[src/verilog/cpu_cycle_pkg.sv]
// Purpose: Shared constants and types for the cycle and status flag unit.
// Assumes: One clock, asynchronous active-high reset.
// Notes: Notes on behaviour follow.
// Notes on behaviour
// - Cycle note one: add three cycles while the X-modified arithmetic flag is set.
// - Cycle note two: add two cycles while the X-modified arithmetic flag is set.
// - Cycle note three: add one cycle while the X-modified arithmetic flag is set.
// - Taken branch adds two cycles; untaken branch keeps the tabulated count.
// - In decimal mode arithmetic negative, overflow and zero flags are meaningless.
// - Status bits seven to zero: N, V, T, B, D, I, Z, C.
// - Zero page address: operand is low byte, high byte forced to zero.
// - Program counter is sixteen bits, handled as high and low bytes.
package cpu_cycle_pkg;

	// ----------------------------------------
	// Widths and timing
	// ----------------------------------------
	localparam int BASE_W = 4;
	localparam int CYC_W = 5;
	localparam logic [CYC_W-1:0] EXTRA_NOTE_ONE = 5'h03;
	localparam logic [CYC_W-1:0] EXTRA_NOTE_TWO = 5'h02;
	localparam logic [CYC_W-1:0] EXTRA_NOTE_THREE = 5'h01;
	localparam logic [CYC_W-1:0] EXTRA_BRANCH = 5'h02;
	localparam logic [CYC_W-1:0] EXTRA_NONE = 5'h00;
	localparam logic [CYC_W-1:0] CYC_ONE = 5'h01;

	// ----------------------------------------
	// Status register layout
	// ----------------------------------------
	localparam int FLAG_C = 0;
	localparam int FLAG_Z = 1;
	localparam int FLAG_I = 2;
	localparam int FLAG_D = 3;
	localparam int FLAG_B = 4;
	localparam int FLAG_T = 5;
	localparam int FLAG_V = 6;
	localparam int FLAG_N = 7;
	localparam logic [7:0] STATUS_RESET = 8'h04;
	localparam logic [7:0] ZERO_PAGE_HIGH = 8'h00;
	localparam logic [15:0] PC_RESET = 16'h0000;

	// ----------------------------------------
	// Types
	// ----------------------------------------
	typedef enum logic [1:0] {
		NOTE_NONE = 2'h0,
		NOTE_ONE = 2'h1,
		NOTE_TWO = 2'h2,
		NOTE_THREE = 2'h3
	} cycNote_t;

	typedef struct packed {
		logic [BASE_W-1:0] baseCycles;
		cycNote_t note;
		logic isBranch;
		logic branchTaken;
		logic zeroPageMode;
		logic [7:0] operand;
		logic [7:0] flagMask;
		logic [7:0] flagVals;
	} instDesc_t;

	typedef struct packed {
		logic [7:0] pcHighByte;
		logic [7:0] pcLowByte;
	} pcBytes_t;

endpackage : cpu_cycle_pkg

[src/verilog/cpu_cycle_unit.sv]
// Purpose: Instruction cycle timing, status register, zero page address and program counter bytes.
// Assumes: Each instruction has a tabulated count of at least one cycle.
// Notes: The T flag is sampled when an instruction is taken, so a flag change lands on the next one.
`timescale 1ns/1ps
module cpu_cycle_unit (
	// Clock and reset
	input wire logic core_clk,
	input wire logic rst,
	// Instruction request
	input wire logic instStart,
	input wire cpu_cycle_pkg::instDesc_t instDesc,
	output logic instReady,
	output logic instDone,
	// Program counter byte loads
	input wire logic pcLoadHigh,
	input wire logic pcLoadLow,
	input wire logic [7:0] pcByteIn,
	// State outputs
	output cpu_cycle_pkg::pcBytes_t pcBytes,
	output logic [7:0] procStatusReg,
	output logic [7:0] addressLowByte,
	output logic [7:0] addressHighByte,
	output logic [cpu_cycle_pkg::CYC_W-1:0] lastCycles
);
	import cpu_cycle_pkg::*;

	// ----------------------------------------
	// Cycle extension decode
	// ----------------------------------------
	function automatic logic [CYC_W-1:0] extraCycles(input instDesc_t d, input logic tFlag);
		logic [CYC_W-1:0] e;
		e = EXTRA_NONE;
		if (tFlag) begin
			case (d.note)
				NOTE_ONE: e = EXTRA_NOTE_ONE;
				NOTE_TWO: e = EXTRA_NOTE_TWO;
				NOTE_THREE: e = EXTRA_NOTE_THREE;
				default: e = EXTRA_NONE;
			endcase
		end
		if (d.isBranch && d.branchTaken) begin
			e = e + EXTRA_BRANCH;
		end
		return e;
	endfunction : extraCycles

	typedef enum logic [1:0] {
		ST_IDLE = 2'b01,
		ST_EXEC = 2'b10
	} state_t;

	state_t state_q, state_d;
	logic [CYC_W-1:0] cnt_q, cnt_d;
	logic [CYC_W-1:0] total_q, total_d;
	instDesc_t desc_q, desc_d;
	logic [7:0] flags_q, flags_d;
	logic [15:0] pc_q, pc_d;
	logic [15:0] addr_q, addr_d;
	logic take;
	logic [CYC_W-1:0] totalNow;

	assign instReady = (state_q == ST_IDLE);
	assign take = instStart && instReady;
	assign instDone = (state_q == ST_EXEC) && (cnt_q == EXTRA_NONE);
	assign totalNow = CYC_W'(instDesc.baseCycles) + extraCycles(instDesc, flags_q[FLAG_T]);

	// ----------------------------------------
	// Sequencer
	// ----------------------------------------
	always_comb begin
		state_d = state_q;
		cnt_d = cnt_q;
		total_d = total_q;
		desc_d = desc_q;
		case (state_q)
			ST_IDLE: begin
				if (take) begin
					desc_d = instDesc;
					total_d = totalNow;
					cnt_d = totalNow - CYC_ONE;
					state_d = ST_EXEC;
				end
			end
			ST_EXEC: begin
				if (cnt_q == EXTRA_NONE) begin
					state_d = ST_IDLE;
				end else begin
					cnt_d = cnt_q - CYC_ONE;
				end
			end
			default: state_d = ST_IDLE;
		endcase
	end

	always_ff @(posedge core_clk or posedge rst) begin
		if (rst) begin
			state_q <= ST_IDLE;
			cnt_q <= EXTRA_NONE;
			total_q <= EXTRA_NONE;
			desc_q <= '0;
		end else begin
			state_q <= state_d;
			cnt_q <= cnt_d;
			total_q <= total_d;
			desc_q <= desc_d;
		end
	end

	// ----------------------------------------
	// Status, address and program counter
	// ----------------------------------------
	// In decimal mode the N, V and Z values are stored as delivered; software must not trust them.
	always_comb begin
		flags_d = flags_q;
		addr_d = addr_q;
		pc_d = pc_q;
		if (instDone) begin
			flags_d = (flags_q & ~desc_q.flagMask) | (desc_q.flagVals & desc_q.flagMask);
		end
		if (take && instDesc.zeroPageMode) begin
			addr_d = {ZERO_PAGE_HIGH, instDesc.operand};
		end
		if (pcLoadHigh) begin
			pc_d[15:8] = pcByteIn;
		end
		if (pcLoadLow) begin
			pc_d[7:0] = pcByteIn;
		end
	end

	always_ff @(posedge core_clk or posedge rst) begin
		if (rst) begin
			flags_q <= STATUS_RESET;
			addr_q <= {ZERO_PAGE_HIGH, ZERO_PAGE_HIGH};
			pc_q <= PC_RESET;
		end else begin
			flags_q <= flags_d;
			addr_q <= addr_d;
			pc_q <= pc_d;
		end
	end

	assign procStatusReg = flags_q;
	assign addressLowByte = addr_q[7:0];
	assign addressHighByte = addr_q[15:8];
	assign pcBytes = {pc_q[15:8], pc_q[7:0]};
	assign lastCycles = total_q;

	// ----------------------------------------
	// Checks
	// ----------------------------------------
	a_note_one_extra: assert property (@(posedge core_clk) disable iff (rst)
		take && instDesc.note == NOTE_ONE && flags_q[FLAG_T] && !instDesc.isBranch
		|=> total_q == CYC_W'($past(instDesc.baseCycles)) + 5'h03)
		else $error("Note one instruction lacks three extra cycles.");

	a_note_two_extra: assert property (@(posedge core_clk) disable iff (rst)
		take && instDesc.note == NOTE_TWO && flags_q[FLAG_T] && !instDesc.isBranch
		|=> total_q == CYC_W'($past(instDesc.baseCycles)) + 5'h02)
		else $error("Note two instruction lacks two extra cycles.");

	a_note_three_extra: assert property (@(posedge core_clk) disable iff (rst)
		take && instDesc.note == NOTE_THREE && flags_q[FLAG_T] && !instDesc.isBranch
		|=> total_q == CYC_W'($past(instDesc.baseCycles)) + 5'h01)
		else $error("Note three instruction lacks one extra cycle.");

	a_no_t_plain: assert property (@(posedge core_clk) disable iff (rst)
		take && !flags_q[FLAG_T] && !(instDesc.isBranch && instDesc.branchTaken)
		|=> total_q == CYC_W'($past(instDesc.baseCycles)))
		else $error("Cycles extended with T flag clear.");

	a_branch_taken: assert property (@(posedge core_clk) disable iff (rst)
		take && instDesc.isBranch && instDesc.branchTaken && instDesc.note == NOTE_NONE
		&& instDesc.baseCycles == 4'h2
		|=> !instDone ##1 !instDone ##1 !instDone ##1 instDone)
		else $error("Taken branch does not last four cycles.");

	a_branch_untaken: assert property (@(posedge core_clk) disable iff (rst)
		take && instDesc.isBranch && !instDesc.branchTaken && instDesc.note == NOTE_NONE
		&& instDesc.baseCycles == 4'h2
		|=> !instDone ##1 instDone)
		else $error("Untaken branch does not last two cycles.");

	a_flags_unnamed: assert property (@(posedge core_clk) disable iff (rst)
		instDone |=> (flags_q & ~$past(desc_q.flagMask)) == ($past(flags_q) & ~$past(desc_q.flagMask)))
		else $error("Unaffected flag changed.");

	a_flags_named: assert property (@(posedge core_clk) disable iff (rst)
		instDone |=> (flags_q & $past(desc_q.flagMask)) == ($past(desc_q.flagVals) & $past(desc_q.flagMask)))
		else $error("Affected flag not written.");

	a_zero_page_addr: assert property (@(posedge core_clk) disable iff (rst)
		take && instDesc.zeroPageMode
		|=> addressHighByte == 8'h00 && addressLowByte == $past(instDesc.operand))
		else $error("Zero page address wrongly formed.");

	a_pc_bytes: assert property (@(posedge core_clk) disable iff (rst)
		pcLoadLow && !pcLoadHigh |=> pcBytes.pcLowByte == $past(pcByteIn) && $stable(pcBytes.pcHighByte))
		else $error("Program counter low byte load failed.");

	a_pc_high_load: assert property (@(posedge core_clk) disable iff (rst)
		pcLoadHigh && !pcLoadLow |=> pcBytes.pcHighByte == $past(pcByteIn) && $stable(pcBytes.pcLowByte))
		else $error("Program counter high byte load failed.");

	// A request offered while busy must leave the latched total untouched.
	a_busy_refused: assert property (@(posedge core_clk) disable iff (rst)
		instStart && !instReady |=> $stable(lastCycles))
		else $error("Request taken while busy.");

	a_done_single: assert property (@(posedge core_clk) disable iff (rst)
		instDone |=> !instDone)
		else $error("Completion lasts more than one cycle.");

	a_flags_hold: assert property (@(posedge core_clk) disable iff (rst)
		!instDone |=> $stable(procStatusReg))
		else $error("Status changed outside completion.");

	a_addr_hold: assert property (@(posedge core_clk) disable iff (rst)
		!(take && instDesc.zeroPageMode) |=> $stable(addressLowByte) && $stable(addressHighByte))
		else $error("Address changed without zero page request.");

endmodule : cpu_cycle_unit

[config.mk]
export PLATFORM = sky130hd
export DESIGN_NAME = cpu_cycle_unit
export DESIGN_NICKNAME = d
export VERILOG_FILES = /design/src/verilog/cpu_cycle_pkg.sv /design/src/verilog/cpu_cycle_unit.sv
export SDC_FILE = /design/constraint.sdc
export NUM_CORES = 1
export LEC_CHECK = 0
export BUFFER_PORTS_ARGS = -buffer_cell sky130_fd_sc_hd__buf_2
export CORE_UTILIZATION = 54
export CTS_CLUSTER_DIAMETER = 120
export CTS_CLUSTER_SIZE = 25
export DETAILED_ROUTE_END_ITERATION = 8
export PLACE_DENSITY = 0.88
export SYNTH_ARGS = -nofsm -noshare
export SYNTH_HDL_FRONTEND = slang
export SYNTH_SLANG_ARGS = --single-unit
[constraint.sdc]
create_clock -name core_clk -period 3.7 [get_ports core_clk]
set_input_delay 0.555 -clock core_clk [delete_from_list [all_inputs] [get_ports core_clk]]
set_output_delay 0.555 -clock core_clk [all_outputs]
set_load 0.01 [all_outputs]
* Word level (Yosys, flattened, before mapping)
Cells that the tools add are included.
Word-level totals: flip-flop bits (word level) 60, latch bits 0, bits in writable memories 0, bits in read-only memories 0, input port bits 46, output and inout bits 47, word-level logic and storage cells 43, memories kept 0
Operators by class: $add $sub $neg 4, multipliers 0, div/mod/pow operators 0, magnitude comparators 0, equality and inequality tests 8, shift operators 0, multiplexer cells 9, bitwise logic cells 4, reductions and logical operators 9
Operators by type and width (number):
- 8-bit AND | 2
- 5-bit 2-to-1 mux | 3
- 5-bit one-hot mux with 2 select lines | 1
- 5-bit by 1-bit subtractor with 5-bit output (second input constant) | 2
- 8-bit NOT | 1
- 8-bit OR | 1
- 2-bit == test (second input constant) | 3
- 2-bit 2-to-1 mux | 3
- 2-bit one-hot mux with 3 select lines | 1
- 4-bit by 5-bit adder with 5-bit output | 1
- 5-bit by 2-bit adder with 5-bit output (second input constant) | 1
- 5-bit logical NOT | 1
- 2-bit by 1-bit == test with 1-bit output (second input constant) | 2
- 1-bit logical AND | 4
- 2-bit by 1-bit inequality test with 1-bit output (second input constant) | 2
- 2-bit one-hot mux with 2 select lines | 1
- 2-bit AND reduction | 2
- 3-bit AND reduction | 1
- 2-bit inequality test (second input constant) | 1
- 2-bit nonzero test | 1

* Depth between registers and ports, before layout
Gate-level depths: netlist (run 1).
word-level depth 9, depth in mapped cells 11

* Least setup slack after synthesis (run 1)
Ideal clock, no wire load.
path kind input-to-reg, start point in instDesc[27] in the netlist's numbering, end point reg cnt_q[4], setup time 0.132 ns, data arrival time 2.550 ns, required time 3.568 ns, slack 1.018 ns, stages 10, path buffers 0, cells stage by stage inv_1 ha_1 and2_1 ha_1 fa_1 mux2i_1 ha_1 nand3_1 a211oi_1 a211oi_2
Between the ends: longest elaborated chain between the ends 9, elaborated cells on any way between the ends 11
Ends and longest elaborated chain:
- from (decl) | line cpu_cycle_unit.sv:11 | input wire cpu_cycle_pkg::instDesc_t instDesc,
- 2-bit == test or 2-bit by 1-bit == test with 1-bit output (tied branches) | line cpu_cycle_unit.sv:34 | case (d.note)
- 2-bit one-hot mux with 3 select lines * | line cpu_cycle_unit.sv:34
- 2-bit 2-to-1 mux * | line cpu_cycle_unit.sv:33 | if (tFlag) begin
- 5-bit by 2-bit adder with 5-bit output | line cpu_cycle_unit.sv:42 | e = e + EXTRA_BRANCH;
- 5-bit 2-to-1 mux * | line cpu_cycle_unit.sv:41 | if (d.isBranch && d.branchTaken) begin
- 4-bit by 5-bit adder with 5-bit output * | line cpu_cycle_unit.sv:65 | assign totalNow = CYC_W'(instDesc.baseCycles) + extraCycles(instDesc, flags_q[FLAG_T]);
- net totalNow[1] | line cpu_cycle_unit.sv:60 | logic [CYC_W-1:0] totalNow;
- 5-bit by 1-bit subtractor with 5-bit output * | line cpu_cycle_unit.sv:80 | cnt_d = totalNow - CYC_ONE;
- 5-bit 2-to-1 mux * | line cpu_cycle_unit.sv:77 | if (take) begin
- 5-bit one-hot mux with 2 select lines * | line cpu_cycle_unit.sv:75 | case (state_q)
- to (signal assigned) | line cpu_cycle_unit.sv:103 | cnt_q <= cnt_d;
- to (decl) | line cpu_cycle_unit.sv:53 | logic [CYC_W-1:0] cnt_q, cnt_d;
Mark *: on every way through the listed nets, which the timed path passes. The rest lies on a longest branch. The select of a mux whose other input is x is not followed. A chain may end at the register's enable or synchronous reset.

* Worst setup path in the final report (run 1)
Ends and elaborated chain as after synthesis.

==> results of run 1 <==
==> per-layer routing <==
metal | GRT usage | wire (µm)
met5 | 0 | 0
met4 | 0.1239 | 142
met3 | 0.06996 | 226
met2 | 0.3731 | 2794
met1 | 0.2835 | 2341
==> cells in the mapped netlist (3+ instances only) <==
cell | number | area, µm²
dfrtp_1 | 58 | 1451
nand3_1 | 3 | 15.01
buf_6 | 3 | 33.78
buf_4 | 8 | 60.06
nor2_1 | 6 | 22.52
nand2_1 | 74 | 277.8
ha_1 | 8 | 100.1
a21oi_1 | 4 | 20.02
and3_1 | 3 | 18.77
xnor2_1 | 3 | 26.28
and2_1 | 3 | 18.77
clkbuf_1 | 4 | 15.01
inv_1 | 5 | 18.77
mux2_1 | 16 | 180.2
a21o_1 | 3 | 22.52
mux2_2 | 16 | 180.2
==> worst paths after layout <==
check	start	endpoint	slack (ns)	cells past startpoint
worst min-delay path	rst	pcBytes[9]	0.31	2
worst min register to register	desc_q[3]	flop	0.47	1
worst max-delay path	instDesc[27]	cnt_q[4]	1.02	11
worst max register to register	flop	cnt_q[4]	1.24	8
min in group core_clk	instDesc[4]	desc_q[4]	0.41	3
max in group asynchronous	rst	state_q[0]	2.53	3
==> per-stage QoR <==
stage / cells / worst slack [ns]
2_1_floorplan: 253 / 1.018
3_3_place_gp: 389 / 0.8373
3_5_place_dp: 389 / 0.6948
4_1_cts: 405 / 1.044
5_1_grt: 405 / 0.9057
6_report: 405 / 1.021
==> area by class of cell <==
| type | count | area [µm²] |
|---|---|---|
| fill | 386 | 1418 |
| inverter | 6 | 22.52 |
| timing repair buffer | 86 | 435.4 |
| clock inverter | 4 | 47.55 |
| sequential | 60 | 1504 |
| clock buffer | 12 | 155.1 |
| tap | 67 | 83.83 |
| multi-input combinational | 170 | 1151 |
==> critical path, cell delays in order <==
cell and delay (ns):
buf_2 0.10, inv_1 0.04, ha_1 0.27, and2_1 0.16, ha_1 0.33, fa_1 0.50, mux2i_1 0.22, ha_1 0.23
nand3_1 0.10, a211oi_1 0.29, a211oi_2 0.08
==> report_power, final <==
part | total, mW | switching [mW] | internal (mW)
registers | 1.02 | 0.132 | 0.891
logic | 0.734 | 0.413 | 0.321
clock network | 0.591 | 0.245 | 0.346
==> cell families (layout without fill, tap and decap cells) <==
group           count (synthesis)  after routing  synth area share
flops                          60             60            0.5429
simple gates                   99             99            0.1622
mux                            35             35            0.1441
xor+xnor                        3              3          0.009487
other cells                     1              8          0.001354
compound gates                 16             16           0.04561
fa+ha+maj                       9              9           0.04336
buf+inv                        23            108           0.05104
==> metrics.md, run 1 <==
| Metric | Value |
|---|---|
| Worst Clk Skew | `0.01096 ns` |
| Largest net degree at the start of global routing | `33` |
| TritonCTS buffer count | `9` |
| Post-Syn Area per Cell | `around 11 µm²` |
| Commonest non-fill, non-tap cell in the layout | `buf_2` |
| CTS tree | `built` |
| Slew headroom | `0.5486` |
| Vias in the first global route | `2035` |
| Post-synth EDFFs | `0` |
| Utilization after layout | `0.7057` |
| WL per Instance | `13.59 µm` |
| Antenna Cells | `0` |
| Share of cells above drive strength 1 | `0.3905` |
| Drt drc | `0` |
| Initial core utilization | `0.5751` |
| YS warnings | `0` |
| Synth-to-layout area growth | `22.72%` |
| Synthesized flop and latch total | `60` |
| Worst-path fanout max | `3` |
| Main flop type after synthesis | `dfrtp_1` |
| Nets@finish | `388` |
| Global-route wire length before repair | `9163 µm` |
| Clock Tree Buf Depth | `2` |
| Post-route cell area | `0.003400 mm²` |
| Commonest non-fill, non-tap cells in the layout | `84 x buf_2, 74 x nand2_1, 58 x dfrtp_1` |
| CTS resizes | `0` |
| Chip width | `73.63 µm` |
| Status | `finished, final reports clean` |
| WL final | `5505 µm` |
| Pins over their slew limit | `0` |
| Period utilization | `0.7242` |
| Fmax | `0.3732 GHz` |
| Asr flop ratio synth | `1.000` |
| Static Leak | `1.810 nW` |
| HP Class | `input pin to async pin` |
| Antenna violations before repair | `0` |
| TNS Setup | `0 ns` |
| Vias/cell | `5.091` |
| Worst Tran Pin Value | `about 0.68 ns` |
| RSZ-0062 raised after global routing | `no` |
| Cell Rows | `25` |
| CTS root buffer | `clkbuf_8` |
| Max Cap Viol | `0` |
| Max VDD drop | `0.4978 mV` |
| Clock Latency Late Sink | `0.33 ns` |
| Routed vias | `roughly 2100` |
| IO Port Bufs | `84` |
| Req. time, crit path | `3.90 ns` |
| Final Setup Violations | `0` |
| Synth Cell Area | `between 0.002 and 0.003 mm²` |
| Post-layout min period | `2.679 ns` |
| Die height | `between 70 and 80 µm` |
| Ports | `93` |
| CP endpoint kind | `flop` |
| Final Hold Slack | `0.3117 ns` |
| Routability Congestion | `~0.9` |
| Setup crit start kind | `input pin` |
| Post-DRT Antenna Nets | `0` |
| Clk sinks | `60` |
| CTS H-tree lvls | `3` |
| Critical path type | `input pin to flop` |
| GRT Util Overall | `0.2328` |
| Detailed placer's ending HPWL | `4084 µm` |
| Clock-pin slew on the worst setup and hold paths | `around 0.06 ns` |
| DRT iter0 DRCs | `116` |
| Power Dens Cells | `690.7 mW/mm²` |
| Cell Area, Placed | `0.003197 mm²` |
| DR pass1 iterations | `5` |
| Pwr Total | `2.348 mW` |
| CTS Hold Bufs | `0` |
| Final Hold Fails | `0` |
| Setup Fix Bufs, Post-CTS | `0` |
| Overflow after GRT | `0` |
| Synthesized instance count | `about 250` |
| Synth cell types | `between 40 and 50` |
| Die area | `between 0.005 and 0.006 mm²` |
| Crit path DAT | `2.88 ns` |
| Sequential element share of the synthesized area | `0.5429` |
| Core Region | `0.004817 mm²` |
(Power assumes the default switching activity.)
==> run 2, diff against run 1 <==
--- a/config.mk
+++ b/config.mk
@@ -5,12 +5,13 @@
 export SDC_FILE = /design/constraint.sdc
 export NUM_CORES = 1
 export LEC_CHECK = 0
+export ABC_AREA = 1
 export BUFFER_PORTS_ARGS = -buffer_cell sky130_fd_sc_hd__buf_2
-export CORE_UTILIZATION = 54
+export CORE_UTILIZATION = 45
 export CTS_CLUSTER_DIAMETER = 120
 export CTS_CLUSTER_SIZE = 25
 export DETAILED_ROUTE_END_ITERATION = 8
-export PLACE_DENSITY = 0.88
+export PLACE_DENSITY = 0.78
 export SYNTH_ARGS = -nofsm -noshare
 export SYNTH_HDL_FRONTEND = slang
 export SYNTH_SLANG_ARGS = --single-unit
==> constraint.sdc (replaced) <==
create_clock -name core_clk -period 2.3 [get_ports core_clk]
set_input_delay 0.345 -clock core_clk [delete_from_list [all_inputs] [get_ports core_clk]]
set_output_delay 0.345 -clock core_clk [all_outputs]
set_load 0.01 [all_outputs]
==> metrics.md, run 2 <==
| Metric | Value |
|---|---|
| Largest net degree at the start of global routing | `32` |
| Global-route wire length before repair | `8645 µm` |
| IO Port Bufs | `84` |
| Req. time, crit path | `2.51 ns` |
| Sequential Power Share | `0.422` |
| Worst Tran Pin Value | `0.6382 ns` |
| Synth Cell Area | `~0.0028 mm²` |
| Commonest non-fill, non-tap cell in the layout | `nand2_1` |
| Drt drc | `0` |
| Synth-to-layout area growth | `28.12%` |
| DR pass1 iterations | `4` |
| Detailed placer's ending HPWL | `3932 µm` |
| Top cells by area, synth | `dfrtp_1 53%, nand2_1 13%, mux2_4 8.2%` |
| Part of the power in combinational logic | `0.337` |
| Worst slack at placement | `-0.3051 ns` |
| Synth area leader | `dfrtp_1` |
| Bufs and invs on worst path | `4` |
| Final Setup Violations | `0` |
| Period utilization | `0.9609` |
| Clock Tree Buf Depth | `2` |
| Clock-pin slew on the worst setup and hold paths | `0.06 ns` |
| Multi-input gate area | `0.001159 mm²` |
| YS warnings | `0` |
| Overflow after GRT | `0` |
| Max Cap Viol | `0` |
| Vias/cell | `between 4 and 5` |
| Final Hold Fails | `0` |
| Synthesized instance count | `between 200 and 300` |
| Ports | `93` |
| Fill count | `about 500` |
| Antenna violations before repair | `0` |
| Status | `finished, final reports clean` |
| Post-layout min period | `2.210 ns` |
| Most common cell in the netlist | `nand2_1` |
| Worst path slowest cell | `fa_1` |
| Worst Setup SP | `instDesc[27]` |
| Top-area cell type share of the netlist area | `0.5254` |
| Fmax | `0.4525 GHz` |
| Sw Share | `0.3385` |
| Static Leak | `1.952 nW` |
| Nets@finish | `around 420` |
| NetSw | `1.324 mW` |
| Initial core utilization | `0.4666` |
| Antenna Cells | `0` |
| Asr flop ratio synth | `1.000` |
| WL per Instance | `12.06 µm` |
| Power Dens Cells | `1105 mW/mm²` |
| Pins over their slew limit | `0` |
| Clk pwr share | `0.241` |
| Cell Rows | `28` |
| Sequential element share of the synthesized area | `0.5444` |
| Cell-internal power | `2.587 mW` |
| Die area | `approximately 0.0065 mm²` |
| DRT iter0 DRCs | `85` |
| Commonest cells post-synth | `95 x nand2_1, 58 x dfrtp_1, 19 x inv_1, 16 x mux2_2, 15 x mux2_4` |
| Cell Chain, Critical Path | `buf_2 -> buf_4 -> ha_1 -> nor2_2 -> nor3_2 -> ha_2 -> fa_1 -> inv_2 -> nand2_1 -> o21ai_2 -> ha_2 -> inv_2 -> nor2_2 -> nand4_1 -> nand3_1 -> nand2_1` |
| Core Region | `0.005921 mm²` |
| Setup crit start kind | `input pin` |
| Share of cells above drive strength 1 | `0.4414` |
| Synthesized flop and latch total | `60` |
| Max VDD drop | `0.6915 mV` |
| Final Hold Slack | `0.09815 ns` |
| CTS root buffer | `clkbuf_8` |
| CTS tree | `built` |
| Worst path max stage delay | `roughly 0.46 ns` |
| Setup WS post-layout | `0.09000 ns` |
| Main flop type after synthesis | `dfrtp_1` |
| CTS Hold Bufs | `0` |
| Storage element area | `0.001504 mm²` |
| Vias in the first global route | `around 1900` |
| Worst Clk Skew | `0.005528 ns` |
| Post-synth EDFFs | `0` |
| Post-DRT Antenna Nets | `0` |
| Clk sinks | `60` |
| Routability Congestion | `about 0.79` |
| TritonCTS buffer count | `9` |
| Critical path type | `input pin to flop` |
| Slew headroom | `0.5739` |
| Utilization after layout | `0.5978` |
| Clock Latency Late Sink | `0.33 ns` |
| Commonest non-fill, non-tap cells in the layout | `94 x nand2_1, 84 x buf_2, 58 x dfrtp_1` |
| GRT Util Overall | `0.1814` |
| Synth cell types | `26` |
| CP endpoint kind | `flop` |
| Post-Syn Area per Cell | `10.46 µm²` |
| Routed vias | `just over 2000` |
| Chip width | `80.36 µm` |
| CP delay by family, top | `adder cells` |
| Crit path DAT | `roughly 2.4 ns` |
| WL final | `between 5000 and 6000 µm` |
| Worst-path fanout max | `3` |
| Die height | `between 80 and 90 µm` |
| HP Class | `input pin to async pin` |
| CTS H-tree lvls | `3` |
| Pwr Total | `roughly 3.9 mW` |
run 2: changes by cell type in the layout (fill, tap and decap cells not counted), sizes merged, moves of 3 or more:
cell	previous run	this run
a21o	3	0
and2	3	0
and3	3	0
buf	86	93
inv	6	20
nand2	75	98
nand3	3	11
o21ai	2	7
xnor2	3	0
run 2: metal layers:
metal / share of wire / vias up / GRT usage
met5: 0 / - / 0
met3: 0.052 / 7 / 0.05909
met2: 0.51 / 59 / 0.2958
met1: 0.43 / 985 / 0.2246
met4: 0.011 / 0 / 0.06429
li1: - / 1021 / -
run 2: per-stage QoR:
step,TNS [ns],instances,cell area (µm²)
global route,-0.02841,442,3540
global placement,-0.2657,420,3276
floorplan,0,271,2806
finish,0,442,3540
detailed placement,-0.6050,420,3276
CTS,0,436,3478
run 2: power by group through the flow:
stage	Combinational (mW)	Clock (mW)	Sequential [mW]
2_1_floorplan	0.813	0	1.71
3_3_place_gp	1.24	0	1.65
3_5_place_dp	1.28	0	1.66
4_1_cts	1.28	0.972	1.65
5_1_grt	1.48	1.02	1.70
6_report	1.32	0.943	1.65
run 2: path summary, 6_finish.rpt:
check                      depth (start not counted)    endpoint  slack [ns]
max reg2reg                                       13    cnt_q[4]        0.09
min in group core_clk                              3   desc_q[0]        0.20
min                                                2   addr_q[5]         0.1
min reg2reg                                        2   desc_q[0]        0.48
max in group asynchronous                          3  state_q[0]        1.54
max                                               16    cnt_q[4]        0.09
run 2: layout make-up:
type | count | share of cell area
clock inverters | 4 | 0.01343
multi-input cells | 178 | 0.3273
well taps | 75 | 0.02651
inverters | 20 | 0.02262
flip-flops and latches | 60 | 0.4249
repair buffers | 93 | 0.1414
clock buffers | 12 | 0.04383
run 2: timing repair:
action	in CTS	in global routing
gates resized for setup	0	9
setup endpoints to repair	0	1
buffers inserted	0	6
run 2: cells by family after synthesis:
| kind of cell | count (synthesis) | share of synthesized area |
|---|---|---|
| buffers and inverters | 33 | 0.05797 |
| AND/OR/NAND/NOR | 119 | 0.1848 |
| other | 1 | 0.001357 |
| multiplexers | 31 | 0.1467 |
| flip-flops | 60 | 0.5444 |
| adder cells (fa/ha/maj) | 9 | 0.04348 |
| AO/OA/AOI/OAI | 11 | 0.02129 |
==> run 3, diff against run 2 <==
--- a/config.mk
+++ b/config.mk
@@ -12,6 +12,7 @@
 export CTS_CLUSTER_SIZE = 25
 export DETAILED_ROUTE_END_ITERATION = 8
 export PLACE_DENSITY = 0.78
+export SETUP_SLACK_MARGIN = 0.3
 export SYNTH_ARGS = -nofsm -noshare
 export SYNTH_HDL_FRONTEND = slang
 export SYNTH_SLANG_ARGS = --single-unit
==> metrics.md, run 3 (synthesis results as in run 2) <==
| Metric | Value |
|---|---|
| Req. time, crit path | `2.56 ns` |
| Drt drc | `0` |
| Worst path max stage delay | `around 0.39 ns` |
| Worst path slowest cell | `dfrtp_1` |
| WL per Instance | `12.59 µm` |
| Vias/cell | `4.704` |
| Largest net degree at the start of global routing | `35` |
| Bufs and invs on worst path | `14` |
| IO Port Bufs | `84` |
| Static Leak | `2.026 nW` |
| CTS H-tree lvls | `3` |
| Pwr Total | `~4.2 mW` |
| Clk sinks | `60` |
| Final Hold Fails | `0` |
| Nets@finish | `431` |
| Routability Congestion | `0.8022` |
| Worst-path fanout max | `3` |
| Chip width | `80.36 µm` |
| CTS tree | `built` |
| HP Class | `input pin to async pin` |
| DRT iter0 DRCs | `86` |
| RSZ-0062 raised after global routing | `yes` |
| Cell Chain, Critical Path | `inv_2 -> buf_4 -> buf_6 -> buf_4 -> buf_4 -> buf_4 -> buf_4 -> buf_4 -> buf_4 -> buf_4 -> buf_6 -> buf_4 -> buf_4 -> buf_6 -> a21oi_2` |
| WL final | `5742 µm` |
| Initial core utilization | `0.4666` |
| Vias in the first global route | `2005` |
| CP delay by family, top | `buffers and inverters` |
| Post-route insts no fill | `approximately 460` |
| Synth-to-layout area growth | `34.78%` |
| Routed vias | `2145` |
| DR pass1 iterations | `4` |
| Cell Area, Placed | `0.003293 mm²` |
| CTS Hold Bufs | `0` |
| Global-route wire length before repair | `9183 µm` |
| Die height | `about 80 µm` |
| Ports | `93` |
| Reg2reg setup slack | `about 0.16 ns` |
| Max VDD drop | `0.6625 mV` |
| Pins over their slew limit | `0` |
| Status | `finished, final reports clean` |
| Post-DRT Antenna Nets | `0` |
| Critical path's most frequent cell | `buf_4` |
| Commonest non-fill, non-tap cell in the layout | `nand2_1` |
| Clock Tree Buf Depth | `2` |
| Power Dens Cells | `1137 mW/mm²` |
| TNS Setup | `0 ns` |
| Max Cap Viol | `0` |
| Crit path DAT | `2.40 ns` |
| Post-route cell area | `0.003724 mm²` |
| Overflow after GRT | `0` |
| CTS root buffer | `clkbuf_8` |
| Clock-pin slew on the worst setup and hold paths | `0.07 ns` |
| Critical path type | `flop to flop` |
| GRT Util Overall | `0.1930` |
| Die area | `0.006457 mm²` |
| TritonCTS buffer count | `9` |
| CP endpoint kind | `flop` |
| Commonest non-fill, non-tap cells in the layout | `93 x nand2_1, 82 x buf_2, 58 x dfrtp_1` |
| Clock Latency Late Sink | `0.32 ns` |
| Detailed placer's ending HPWL | `3778 µm` |
| Antenna Cells | `0` |
| Final Setup Violations | `0` |
| Placed Cells | `between 400 and 500` |
| Core Region | `0.005921 mm²` |
| Post-layout min period | `2.135 ns` |
| Fmax | `0.4683 GHz` |
| Cells on worst reg2reg path | `15` |
| Setup crit start kind | `flop` |
| Period utilization | `0.9285` |
| Worst Clk Skew | `0.005370 ns` |
| Share of cells above drive strength 1 | `0.4724` |
| Antenna violations before repair | `0` |
| Cell Rows | `28` |
## run 3: cell count changes in the layout (fill, tap and decap cells not counted), moves of 2 or more
cell	change
buf_2	-2
buf_4	+13
buf_6	+4
bufinv_16	+2
clkbuf_1	+2
clkbuf_8	-2
clkinv_2	-2
inv_1	-2
inv_8	+2
## run 3: worst reg2reg max path: stages (launching register included)
cell	delay [ns]
dfrtp_1	0.39
inv_2	0.06
buf_4	0.13
buf_6	0.10
buf_4	0.12
buf_4	0.12
buf_4	0.12
buf_4	0.12
buf_4	0.12
buf_4	0.12
buf_4	0.12
buf_6	0.10
buf_4	0.12
buf_4	0.12
buf_6	0.10
a21oi_2	0.11
## run 3: worst max path at each step
| stage | from | slack [ns] | endpoint | cells after the start |
|---|---|---|---|---|
| floorplan | instDesc[27] | 0.08 | cnt_q[4] | 16 |
| global placement | instDesc[27] | -0.16 | cnt_q[4] | 17 |
| detailed placement | instDesc[27] | -0.25 | cnt_q[4] | 17 |
| CTS | flop | 0.23 | cnt_q[4] | 14 |
| global route | flop | 0.05 | cnt_q[4] | 14 |
| finish | flop | 0.16 | flop | 15 |
## run 3: report_power, final
| part | total, mW | switching [mW] | internal [mW] |
|---|---|---|---|
| logic | 1.47 | 0.772 | 0.695 |
| clock network | 1.12 | 0.396 | 0.722 |
| registers | 1.65 | 0.210 | 1.44 |
| total | 4.23 | 1.38 | 2.85 |
## run 3: layout make-up
| type | count | area (µm²) |
|---|---|---|
| fillers | 498 | 2197 |
| flip-flops and latches | 60 | 1504 |
| multi-input cells | 178 | 1185 |
| repair buffers | 107 | 613.1 |
| clock buffers | 12 | 135.1 |
| clock inverters | 4 | 97.59 |
| inverters | 20 | 95.09 |
| well taps | 75 | 93.84 |
## run 3: per-stage QoR
stage | hold WS, ns | util | setup WS, ns
finish | 0.06647 | 0.6289 | 0.1646
global route | 0.08889 | 0.6289 | 0.05497
CTS | 0.06666 | 0.6226 | 0.2282
detailed placement | 0.4267 | 0.5562 | -0.2475
global placement | 0.4192 | 0.5562 | -0.1649
floorplan | 0.4490 | - | 0.08391
## run 3: what timing repair did
| item | 4_1_cts | 5_1_grt |
|---|---|---|
| setup endpoints to repair | 2 | 6 |
| buffers inserted | 18 | 2 |
| pin swaps | 7 | 5 |
| gates resized for setup | 8 | 9 |
## run 3: metal layers
metal / vias to the layer above / track usage / share of wire
met5: - / 0 / 0
met4: 0 / 0.09107 / 0.019
met3: 9 / 0.05114 / 0.043
met2: 67 / 0.3051 / 0.50
met1: 1015 / 0.2452 / 0.44
li1: 1054 / - / -
